<file path="src/inc/uart_rx_dma_cfg.svh">
// Register offsets, field positions, reset values and interrupt bit positions
// of the UART receive DMA channel. Included by bare name; definitions only.
`ifndef UART_RX_DMA_CFG_SVH
`define UART_RX_DMA_CFG_SVH

// Byte offsets on the Wishbone bus, one aligned 32-bit word each.
`define OFS_CONTROL     8'h00
`define OFS_STATUS      8'h04
`define OFS_IRQ_STATUS  8'h08
`define OFS_IRQ_CLEAR   8'h0c
`define OFS_IRQ_ENABLE  8'h10
`define OFS_BYTE_COUNT  8'h14

// Fields of the channel control register.
`define CTRL_SELECT_BIT 4
`define CTRL_CONT_BIT   5
`define CTRL_IEN_BIT    6
`define CTRL_RUN_BIT    7
`define CTRL_RESET      8'h00

// Fields of the channel status register.
`define STAT_OVR_BIT    0
`define STAT_TOF_BIT    1
`define STAT_TVAL_LSB   2
`define STAT_TVAL_MSB   6
`define STAT_TEN_BIT    7
`define STAT_RESET      8'h00

// Bits of the interrupt status, clear and enable registers.
`define IRQ_DONE_BIT    0
`define IRQ_TERM_BIT    1
`define IRQ_RESET       2'h0

`endif

</file>
<file path="src/inc/uart_rx_dma_pkg.sv">
// Types shared by the UART receive DMA channel modules.
// Assumes nothing of its surroundings.
package uart_rx_dma_pkg;

   // Channel sequencing states.
   typedef enum logic [1:0] {st_idle, st_receive, st_await} chan_state_t;

   // Why the last transfer ended.
   typedef enum logic [1:0] {end_none, end_timeout, end_overrun, end_rx_error} end_cause_t;

endpackage

</file>
<file path="src/core/rst_sync.sv">
// Reset release synchroniser: asynchronous assertion, release after two edges.
// Assumes reset_n may change at any time relative to clock.
`timescale 1ns/1ps
`default_nettype none

module rst_sync (
   input  wire logic clock,
   input  wire logic reset_n,
   output logic      rst_n
);

   logic stage;

   // The first stage feeds only the second, so a metastable release never
   // reaches the rest of the design.
   always_ff @(posedge clock or negedge reset_n) begin
      if (!reset_n) begin
         stage <= 1'b0;
         rst_n <= 1'b0;
      end else begin
         stage <= 1'b1;
         rst_n <= stage;
      end
   end

endmodule

`default_nettype wire

</file>
<file path="src/core/rx_timeout_counter.sv">
// Transaction time-out down counter of the receive channel.
// Assumes sof_pulse is one cycle wide per frame, one frame per millisecond.
`timescale 1ns/1ps
`default_nettype none

module rx_timeout_counter #(
   parameter int VALUE_W = 5
) (
   input  wire logic               clock,
   input  wire logic               rst_n,
   input  wire logic               arm,
   input  wire logic [VALUE_W-1:0] reload,
   input  wire logic               byte_seen,
   input  wire logic               sof_pulse,
   input  wire logic               restart,
   output logic                    expired
);

   logic [VALUE_W-1:0] count;
   logic               started;

   // Counting waits for the first byte, so an idle line never times out.
   wire running   = arm & started & ~restart;
   wire last_tick = running & sof_pulse & ~byte_seen & (count <= VALUE_W'(1));

   // Reload on each byte, step down on each frame pulse.
   always_ff @(posedge clock or negedge rst_n) begin
      if (!rst_n) begin
         count   <= '0;
         started <= 1'b0;
         expired <= 1'b0;
      end else begin
         expired <= last_tick;
         if (restart || !arm || last_tick) begin
            started <= 1'b0;
         end else if (byte_seen) begin
            started <= 1'b1;
         end
         if (byte_seen) begin
            count <= reload;
         end else if (running && sof_pulse && count != '0) begin
            count <= count - VALUE_W'(1);
         end
      end
   end
endmodule

`default_nettype wire

</file>
<file path="src/core/uart_rx_dma_channel.sv">
// UART receive DMA channel control with a classic Wishbone register slave.
// Assumes the buffer manager flips buffer_select_bit after each hand-over and
// that the UART offers bytes with a valid/ready pair. One clock, 100 MHz.
`timescale 1ns/1ps
`default_nettype none
`include "uart_rx_dma_cfg.svh"

module uart_rx_dma_channel
   import uart_rx_dma_pkg::*;
#(
   parameter int PACKET_BYTES = 64,
   parameter int TVAL_W       = 5,
   parameter int INDEX_W      = $clog2(PACKET_BYTES),
   parameter int COUNT_W      = $clog2(PACKET_BYTES + 1)
) (
   input  wire logic               clock,
   input  wire logic               reset_n,
   input  wire logic               cyc_i,
   input  wire logic               stb_i,
   input  wire logic               we_i,
   input  wire logic [7:0]         adr_i,
   input  wire logic [3:0]         sel_i,
   input  wire logic [31:0]        dat_i,
   output logic [31:0]             dat_o,
   output logic                    ack_o,
   output logic                    irq,
   input  wire logic               rx_valid,
   input  wire logic [7:0]         rx_data,
   output logic                    rx_ready,
   input  wire logic               rx_error,
   input  wire logic               rx_fifo_full,
   input  wire logic               buffer_select_bit,
   input  wire logic               buf_x_full,
   input  wire logic               buf_y_full,
   input  wire logic               sof_pulse,
   output logic                    buf_wr,
   output logic                    buf_wr_sel,
   output logic [INDEX_W-1:0]      buf_wr_index,
   output logic [7:0]              buf_wr_data,
   output logic                    edb_update,
   output logic [COUNT_W-1:0]      edb_byte_count,
   output logic                    edb_nak,
   output logic                    edb_buffer
);

   logic               rst_n;
   chan_state_t        state;
   chan_state_t        next_state;
   end_cause_t         last_cause;
   logic               run;
   logic               cont_mode;
   logic               ien;
   logic               ten;
   logic [TVAL_W-1:0]  tval;
   logic               tof;
   logic               ovr;
   logic [1:0]         irq_stat;
   logic [1:0]         irq_en;
   logic [COUNT_W-1:0] byte_cnt;
   logic               to_expired;

   // Reset release synchroniser.
   rst_sync u_rst_sync (
      .clock   (clock),
      .reset_n (reset_n),
      .rst_n   (rst_n)
   );

   // Bus decode: one access per request, answered on the following edge.
   // Writes land at the edge where the master samples ack, so a request
   // that is abandoned before its answer never changes a register.
   wire access   = cyc_i & stb_i & ~ack_o;
   wire wr_lane  = cyc_i & stb_i & ack_o & we_i & sel_i[0];
   wire hit_ctrl = adr_i == `OFS_CONTROL;
   wire hit_stat = adr_i == `OFS_STATUS;
   wire hit_ist  = adr_i == `OFS_IRQ_STATUS;
   wire hit_icl  = adr_i == `OFS_IRQ_CLEAR;
   wire hit_ien  = adr_i == `OFS_IRQ_ENABLE;
   wire hit_cnt  = adr_i == `OFS_BYTE_COUNT;
   wire ctrl_wr  = wr_lane & hit_ctrl;
   wire stat_wr  = wr_lane & hit_stat;
   wire icl_wr   = wr_lane & hit_icl;
   wire ien_wr   = wr_lane & hit_ien;

   // Read views of the registers; the select bit mirrors the buffer manager.
   wire [7:0] ctrl_view = {run, ien, cont_mode, buffer_select_bit, 4'h0};
   wire [7:0] stat_view = {ten, tval, tof, ovr};
   wire [7:0] cnt_view  = {edb_nak, (7)'(edb_byte_count)};
   wire [7:0] rd_byte   = hit_ctrl ? ctrl_view :
                          hit_stat ? stat_view :
                          hit_ist  ? {6'h00, irq_stat} :
                          hit_ien  ? {6'h00, irq_en} :
                          hit_cnt  ? cnt_view : 8'h00;

   // Channel activity and the buffer currently named by the manager.
   wire active    = run & cont_mode;
   wire in_rx     = state == st_receive;
   wire sel_full  = buffer_select_bit ? buf_y_full : buf_x_full;

   // Terminations, receiver error first, then overrun, then time-out.
   wire err_end   = in_rx & rx_error;
   wire ovr_end   = in_rx & ~err_end & buf_x_full & buf_y_full & rx_fifo_full;
   wire to_end    = in_rx & ~err_end & ~ovr_end & to_expired;
   wire term      = err_end | ovr_end | to_end;

   // Byte flow: the UART is stalled whenever the target buffer cannot take data.
   assign rx_ready = in_rx & active & ~sel_full & ~term;
   wire take      = rx_valid & rx_ready;
   wire pkt_done  = take & (byte_cnt == COUNT_W'(PACKET_BYTES - 1));
   wire handover  = term | pkt_done;

   // Run is cleared by errors always, by time-out or overrun only when enabled.
   wire hw_clear  = err_end | ((ovr_end | to_end) & ien);
   wire done_ev   = (ovr_end | to_end) & ien & run;
   wire [1:0] irq_set = {term, done_ev};

   // Time-out counter, armed only while enabled and running.
   rx_timeout_counter #(
      .VALUE_W (TVAL_W)
   ) u_timeout (
      .clock     (clock),
      .rst_n     (rst_n),
      .arm       (ten & active & in_rx),
      .reload    (tval),
      .byte_seen (take),
      .sof_pulse (sof_pulse),
      .restart   (handover),
      .expired   (to_expired)
   );

   // Bus answer: ack for one cycle, unmapped reads return zero.
   always_ff @(posedge clock or negedge rst_n) begin
      if (!rst_n) begin
         ack_o <= 1'b0;
         dat_o <= 32'h0000_0000;
      end else begin
         ack_o <= access;
         dat_o <= {24'h00_0000, rd_byte};
      end
   end

   // Control register; a software write in the same cycle as a hardware
   // clear wins, so a restart issued at that moment is not lost.
   always_ff @(posedge clock or negedge rst_n) begin
      if (!rst_n) begin
         run       <= 1'b0;
         cont_mode <= 1'b0;
         ien       <= 1'b0;
      end else if (ctrl_wr) begin
         run       <= dat_i[`CTRL_RUN_BIT];
         cont_mode <= dat_i[`CTRL_CONT_BIT];
         ien       <= dat_i[`CTRL_IEN_BIT];
      end else if (hw_clear) begin
         run       <= 1'b0;
      end
   end

   // Status register: flags are set by hardware and cleared by writing one;
   // a set in the clearing cycle wins.
   always_ff @(posedge clock or negedge rst_n) begin
      if (!rst_n) begin
         ten  <= 1'b0;
         tval <= '0;
         tof  <= 1'b0;
         ovr  <= 1'b0;
      end else begin
         if (stat_wr) begin
            ten  <= dat_i[`STAT_TEN_BIT];
            tval <= dat_i[`STAT_TVAL_MSB:`STAT_TVAL_LSB];
         end
         tof <= (ovr_end | to_end) | (tof & ~(stat_wr & dat_i[`STAT_TOF_BIT]));
         ovr <= ovr_end | (ovr & ~(stat_wr & dat_i[`STAT_OVR_BIT]));
      end
   end

   // Interrupt status, clear and enable; the level output follows them.
   always_ff @(posedge clock or negedge rst_n) begin
      if (!rst_n) begin
         irq_stat <= `IRQ_RESET;
         irq_en   <= `IRQ_RESET;
      end else begin
         irq_stat <= irq_set | (irq_stat & ~(icl_wr ? dat_i[1:0] : 2'h0));
         if (ien_wr) begin
            irq_en <= dat_i[1:0];
         end
      end
   end

   assign irq = |(irq_stat & irq_en);

   // Sequencing: after each hand-over wait for the manager to flip buffers.
   always_comb begin
      next_state = state;
      case (state)
         st_idle:    if (active) next_state = st_receive;
         st_receive: if (!active && !term) next_state = st_idle;
                     else if (handover) next_state = st_await;
         st_await:   if (buffer_select_bit != edb_buffer) begin
                        next_state = active ? st_receive : st_idle;
                     end
         default:    next_state = st_idle;
      endcase
   end

   always_ff @(posedge clock or negedge rst_n) begin
      if (!rst_n) begin
         state      <= st_idle;
         last_cause <= end_none;
      end else begin
         state <= next_state;
         if (err_end) last_cause <= end_rx_error;
         else if (ovr_end) last_cause <= end_overrun;
         else if (to_end) last_cause <= end_timeout;
      end
   end

   // Byte path into the selected buffer and the running byte count.
   always_ff @(posedge clock or negedge rst_n) begin
      if (!rst_n) begin
         byte_cnt     <= '0;
         buf_wr       <= 1'b0;
         buf_wr_sel   <= 1'b0;
         buf_wr_index <= '0;
         buf_wr_data  <= 8'h00;
      end else begin
         buf_wr <= take;
         if (take) begin
            buf_wr_sel   <= buffer_select_bit;
            buf_wr_index <= INDEX_W'(byte_cnt);
            buf_wr_data  <= rx_data;
         end
         if (handover) byte_cnt <= '0;
         else if (take) byte_cnt <= byte_cnt + COUNT_W'(1);
      end
   end

   // Descriptor update: count and NAK reported at every hand-over.
   always_ff @(posedge clock or negedge rst_n) begin
      if (!rst_n) begin
         edb_update     <= 1'b0;
         edb_byte_count <= '0;
         edb_nak        <= 1'b0;
         edb_buffer     <= 1'b0;
      end else begin
         edb_update <= handover;
         if (handover) begin
            edb_byte_count <= term ? byte_cnt : COUNT_W'(PACKET_BYTES);
            edb_nak        <= 1'b1;
            edb_buffer     <= buffer_select_bit;
         end
      end
   end
endmodule

`default_nettype wire

</file>
<file path="config.mk">
export PLATFORM = sky130hd
export DESIGN_NAME = uart_rx_dma_channel
export DESIGN_NICKNAME = d
export VERILOG_FILES = /design/src/inc/uart_rx_dma_pkg.sv /design/src/core/rst_sync.sv /design/src/core/rx_timeout_counter.sv /design/src/core/uart_rx_dma_channel.sv
export VERILOG_INCLUDE_DIRS = /design/src /design/src/inc
export SDC_FILE = /design/constraint.sdc
export NUM_CORES = 1
export LEC_CHECK = 0
export ABC_AREA = 1
export CORE_MARGIN = 5
export CORE_UTILIZATION = 30
export CTS_BUF_LIST = sky130_fd_sc_hd__clkbuf_8
export DETAILED_ROUTE_END_ITERATION = 16
export DONT_BUFFER_PORTS = 1
export GPL_ROUTABILITY_DRIVEN = 0
export PLACE_DENSITY_LB_ADDON = 0.08
export SLEW_MARGIN = 25
export SYNTH_ARGS = -nofsm -noshare
export SYNTH_HDL_FRONTEND = slang
export SYNTH_SLANG_ARGS = --single-unit
</file>
<file path="constraint.sdc">
create_clock -name clock -period 2.4 [get_ports clock]
set_input_delay 0 -clock clock [delete_from_list [all_inputs] [get_ports clock]]
set_output_delay 0 -clock clock [all_outputs]
set_load 0.02 [all_outputs]
</file>
== After elaboration in Yosys (flattened, before gate mapping) ==
Index checks and enable logic that the tools add are counted.

* Register bits: 68
* Input port bits: 64
* Output and inout port bits: 61

* Add/sub/neg operators: 2
* Order comparisons: 1
* Equal/unequal tests: 12
* Muxes and demuxes: 22
* Bitwise gates (word level): 55
* Reductions and logical operators: 17

{| class="wikitable"
|+ Operator list
! cell !! number
|-
| $mux W8 || 5
|-
| $and A1 B1 Y1 || 35
|-
| $mux W7 || 3
|-
| $eq A8 B4 Y1 const B || 2
|-
| $eq A8 B5 Y1 const B || 2
|-
| $mux W2 || 5
|-
| $mux W5 || 2
|-
| $not A1 Y1 || 9
|-
| $eq A8 B3 Y1 const B || 1
|-
| $logic_not A8 Y1 || 1
|-
| $reduce_bool A2 Y1 || 4
|-
| $add A7 B1 Y7 const B || 1
|-
| $eq A7 B6 Y1 const B || 1
|-
| $or A1 B1 Y1 || 7
|-
| $mux W1 || 6
|-
| $pmux W2 S3 || 1
|-
| $le A5 B1 Y1 const B || 1
|-
| $reduce_bool A5 Y1 || 1
|-
| $sub A5 B1 Y5 const B || 1
|-
| $and A2 B2 Y2 || 2
|-
| $ne A2 B2 Y1 const B || 2
|-
| $logic_and A1 B1 Y1 || 3
|-
| $logic_not A1 Y1 || 3
|-
| $ne A3 B1 Y1 const B || 1
|-
| other kinds (9) || 10
|}

== Depth between registers and ports, before layout ==
* Depth in word-level cells: 23
* Depth in mapped cells: 12
* Gate-level depth less buffers: 12

== By module ==
A second synthesis with hierarchy kept.

* Cells, all modules: 419
* Area total of the unflattened synthesis: 3460.8 um^2

{| class="wikitable"
|+ By module, submodules not included
! module !! instances !! cells an instance !! area each (um^2) !! seq. area each (um^2)
|-
| uart_rx_dma_channel || 1 || 355 || 2950.3 || 1476.4
|-
| rx_timeout_counter || 1 || 61 || 456.7 || 175.2
|-
| rst_sync || 1 || 3 || 53.8 || 50.0
|}

== Worst setup path before layout ==
Ideal clock, no wire load.

* Path type: register -> register
* Start: register byte_cnt[0]
* End: register byte_cnt[0]
* Library setup time: 127 ps
* Arrival: 1278 ps
* Required time: 2273 ps
* Path slack: 996 ps
* Stages on the path, launching flop included: 10
* Period minus slack after synthesis: 1404 ps
* Cell sequence: dfrtp_1 ha_1 nand2_1 inv_1 nand3_1 o21ai_2 nand2_2 buf_4 nand3_1 o21ai_0

* Cells in the longest elaborated chain, start to end: 4
* Elaborated cells between the ends (all ways): 7
* Classes of those cells: 1 x add/sub; 1 x eq/ne; 2 x mux; 2 x bitwise; 1 x reduce/logical

{| class="wikitable"
|+ Ends and longest elaborated chain
! item !! RTL line !! RTL
|-
| start: declaration || uart_rx_dma_channel.sv:59 || <nowiki>logic [COUNT_W-1:0] byte_cnt;</nowiki>
|-
| start signal: assignment || uart_rx_dma_channel.sv:233 || <nowiki>else if (take) byte_cnt <= byte_cnt + COUNT_W'(1);</nowiki>
|-
| branches (longest 4 deep; another with $add A7 B1 Y7) || n/a ||
|}

Parallel ways; which one is timed is not known. The select of a mux whose other input is x is not followed.
A chain may end at the register's enable or synchronous reset.

== Final worst setup path ==
* Start: register ack_o
* End: register ovr

* Cells in the longest elaborated chain, start to end: 8

{| class="wikitable"
|+ Ends and longest elaborated chain
! item !! RTL line !! RTL
|-
| start: declaration || uart_rx_dma_channel.sv:25 || <nowiki>output logic ack_o,</nowiki>
|-
| start signal: assignment || uart_rx_dma_channel.sv:137 || <nowiki>ack_o <= access;</nowiki>
|-
| $and A1 B1 Y1 (3 in a row) || uart_rx_dma_channel.sv:73 || <nowiki>wire wr_lane = cyc_i & stb_i & ack_o & we_i & sel_i[0];</nowiki>
|-
| $and A1 B1 Y1 || uart_rx_dma_channel.sv:81 || <nowiki>wire stat_wr = wr_lane & hit_stat;</nowiki>
|-
| $and A1 B1 Y1 || uart_rx_dma_channel.sv:172 || <nowiki>ovr <= ovr_end | (ovr & ~(stat_wr & dat_i[`STAT_OVR_BIT]));</nowiki>
|-
| $not A1 Y1 || uart_rx_dma_channel.sv:172 ||
|-
| $and A1 B1 Y1 || uart_rx_dma_channel.sv:172 ||
|-
| $or A1 B1 Y1 || uart_rx_dma_channel.sv:172 ||
|-
| end signal: assignment || uart_rx_dma_channel.sv:172 ||
|-
| end: declaration || uart_rx_dma_channel.sv:56 || <nowiki>logic ovr;</nowiki>
|}

Every way passes these cells.

==> impl_metrics.csv <==
group,metric,value,unit
finish,layout.nets,492,
yosys,synthArstFlopShare,1.00,
finish,fin_util,0.356,
timing,setup-tns-final,0,ns
detailed_routing,wirelength,8490,µm
clock_network,clockRootBuffer,"clkbuf_8",
yosys,synth_top_family_by_area,"simple AND/OR/NAND/NOR gates",
timing,rsz0062_at_grt,"no",
placed_design,io_buffer_count,0,
floorplan,die_x,115,µm
pwr,p_leak,2.04,nW
critical_path,path_cells,"nand3_1 -> nor2_1 -> nand3_1 -> o21ai_0 -> o21ai_0 -> dlygate4sd3_1",
yosys,synth_xor_area_frac,0.00789,
detailed_routing,wl_per_cell,14.9,µm
pwr,peakVddDrop,249,µV
yosys,synthFlopType,"dfrtp_1",
timing,fmax,0.509,GHz
finish,antenna_cells,0,
clock_network,cts_tree,"built",
global_route,overflow,0,
global_route,antenna_found_initial,0,
yosys,seq_area_frac_synth,0.511,
yosys,syn_area,3330,µm²
detailed_routing,drc,0,
finish,final_layout_size_suffix_gt1_frac,0.0886,
clock_network,clock-sinks,68,
placed_design,hpwl,6170,µm
clock_network,path_clk_slew,0.07,ns
critical_path,worstPathArrival,2.19,ns
finish,fin_cells,569,
yosys,syn_inst,386,
timing,finalHoldViolations,0,
floorplan,initial_core_util,0.307,
floorplan,die_h,115,µm
floorplan,dieArea,13300,µm²
critical_path,required,2.63,ns
critical_path,cp-end-kind,"register",
clock_network,clockBufferDepth,2,
finish,syn2layout_area_growth,15.9,%
hold_path,hold_path.class,"in2reg",
critical_path,crit_family,"simple AND/OR/NAND/NOR gates",
timing,setup_viol,0,
pwr,powerDensity,577,nW/µm²
global_route,grt_pass1_wl,13600,µm
detailed_routing,drt_iter0_markers,156,
floorplan,core,10800,µm²
floorplan,io_pins,125,
yosys,muxShareOfSynthArea,0,
yosys,netlist_top_cells_area,"dfrtp_1 (51%), nand2_1 (9.9%), inv_1 (6.3%)",
detailed_routing,vias_per_cell,4.45,
job,maxCapViolCount,0,
timing,skew,0.00982,ns
critical_path,max_stage_delay,0.56,ns
timing,min_period,1.96,ns
yosys,synth_fa_ha_area_frac,0.0150,
yosys,ys_types,35,
critical_path,slowest_stage,"dlygate4sd3_1",
timing,drv_slew,0,
detailed_routing,drtAntennaViolNets,0,
yosys,synth_compound_area_frac,0.117,
critical_path,critPathKind,"reg2reg",
placed_design,dp_cells,522,
global_route,grt_max_degree,67,
floorplan,fp-row-count,38,
clock_network,cts_made_buffers,9,
timing,whs,0.0254,ns
critical_path,crit_buf_inv,1,
outcome,outcome,"finished clean",
yosys,netlist.area_leader.share,0.511,
timing,layout_worst_path_cycle_share,0.818,
global_route,grt_use_total,0.133,
detailed_routing,dr.pass1.iters,4,
critical_path,cp-start-kind,"register",
detailed_routing,num_vias,2532,
yosys,yosysWarnings,0,
yosys,synth_area_leader_cell,"dfrtp_1",
yosys,ys_ff_latch,68,
yosys,synth_edf_count,0,
clock_network,insertion_delay,0.34,ns
clock_network,h-tree-depth,3,
yosys,synthSimpleGateAreaFrac,0.202,
critical_path,path_max_fanout,4,
global_route,grt_pass1_vias,2552,
yosys,synth_area_per_cell,8.63,µm²
stage by stage:
| stage | cell area (µm²) | setup slack, ns | total power [mW] |
|---|---|---|---|
| finish | 3860 | 0.436 | 2.23 |
| global route | 3860 | 0.255 | 2.35 |
| CTS | 3860 | 0.437 | 2.28 |
| detailed placement | 3390 | 0.493 | 1.41 |
| global placement | 3390 | 0.502 | 1.41 |
| floorplan | 3420 | 0.366 | 1.39 |
registers in the layout (all words and copies together), names as in the netlist, 2 cells and up:
name             cells
tval                 5
byte_cnt             7
u_timeout.count      5
edb_byte_count       7
state                2
buf_wr_index         6
buf_wr_data          8
dat_o                8
irq_stat             2
irq_en               2
repair_timing:
item	in CTS	in global routing
resized for setup	0	0
hold buffers	31	0
endpoints found under the hold margin	37	0
setup buffers	0	0
cell usage after synthesis (4+ instances only):
cell	n
nand2_1	88
dfrtp_1	68
inv_1	56
o21ai_0	30
buf_4	26
nor2_1	23
nand3_1	22
o22ai_1	13
a21oi_1	7
nand4_1	5
ha_1	4
nand2_2	4
o21ai_1	4
layout make-up:
class | instances | area [µm²]
tap | 140 | 175
multi-input combinational | 250 | 1230
inverter | 58 | 218
fill | 1171 | 6980
clock inverter | 6 | 25.0
timing repair buffer | 37 | 368
clock buffer | 10 | 138
sequential | 68 | 1700
layout by cell type, fill, tap and decap left out, types with 2 or more instances in the layout:
master,instances
o22ai_1,13
o211ai_1,2
ha_1,4
conb_1,25
inv_1,60
nor3_2,3
o21ai_0,30
nand2_1,88
dfrtp_1,67
nand2_2,4
clkbuf_8,10
o21ai_1,4
buf_4,5
xor2_1,3
o21ai_2,3
nand4_1,5
dlygate4sd3_1,31
o22a_1,2
nand3_1,22
nor2_1,23
a21oi_1,7
inv_2,2
clkinv_2,2
cells by family (layout without fill, tap and decap cells):
logic type,after synthesis,in the layout
AOI/OAI and AO/OA,66,66
buffers and inverters,91,111
xor gates and xnor gates,3,3
other,2,25
and+or+nand+nor,152,152
DFF,68,68
adders and majority gates,4,4
routing by layer:
layer  global-route usage  vias up  wire (µm)  share of wire
met1                0.171     1203       3740           0.44
met5                    0        -          0              0
li1                     -     1262          -              -
met3               0.0384        7        470          0.055
met4               0.0399        0        100          0.012
met2                0.216       60       4170           0.49
path summary, 6_finish.rpt:
path                                   from  slack (ns)            endpoint  cells past startpoint
setup / recovery                      ack_o        0.44                 ovr                      6
hold / removal                   buf_x_full        0.03                 tof                      4
setup reg to reg                      ack_o        0.44                 ovr                      6
hold reg to reg            u_rst_sync.rst_n        0.27  u_timeout.count[3]                      1
max in group asynchronous  u_rst_sync.rst_n        1.80         byte_cnt[4]                      1
min in group asynchronous  u_rst_sync.rst_n        0.27  u_timeout.count[3]                      1
tightest hold or removal path, stage by stage:
cell and delay [ns]:
nand3_1 0.12, a21oi_1 0.12, inv_1 0.05, nand2_1 0.04
where the power goes:
group	leakage [nW]	switching, mW	internal (mW)	total [mW]
combinational	1.06	0.127	0.0637	0.191
clock	0.101	0.419	0.385	0.804
sequential	0.875	0.0493	1.18	1.23
total	2.04	0.596	1.63	2.23
No activity file was read; power rests on OpenSTA's default activity.
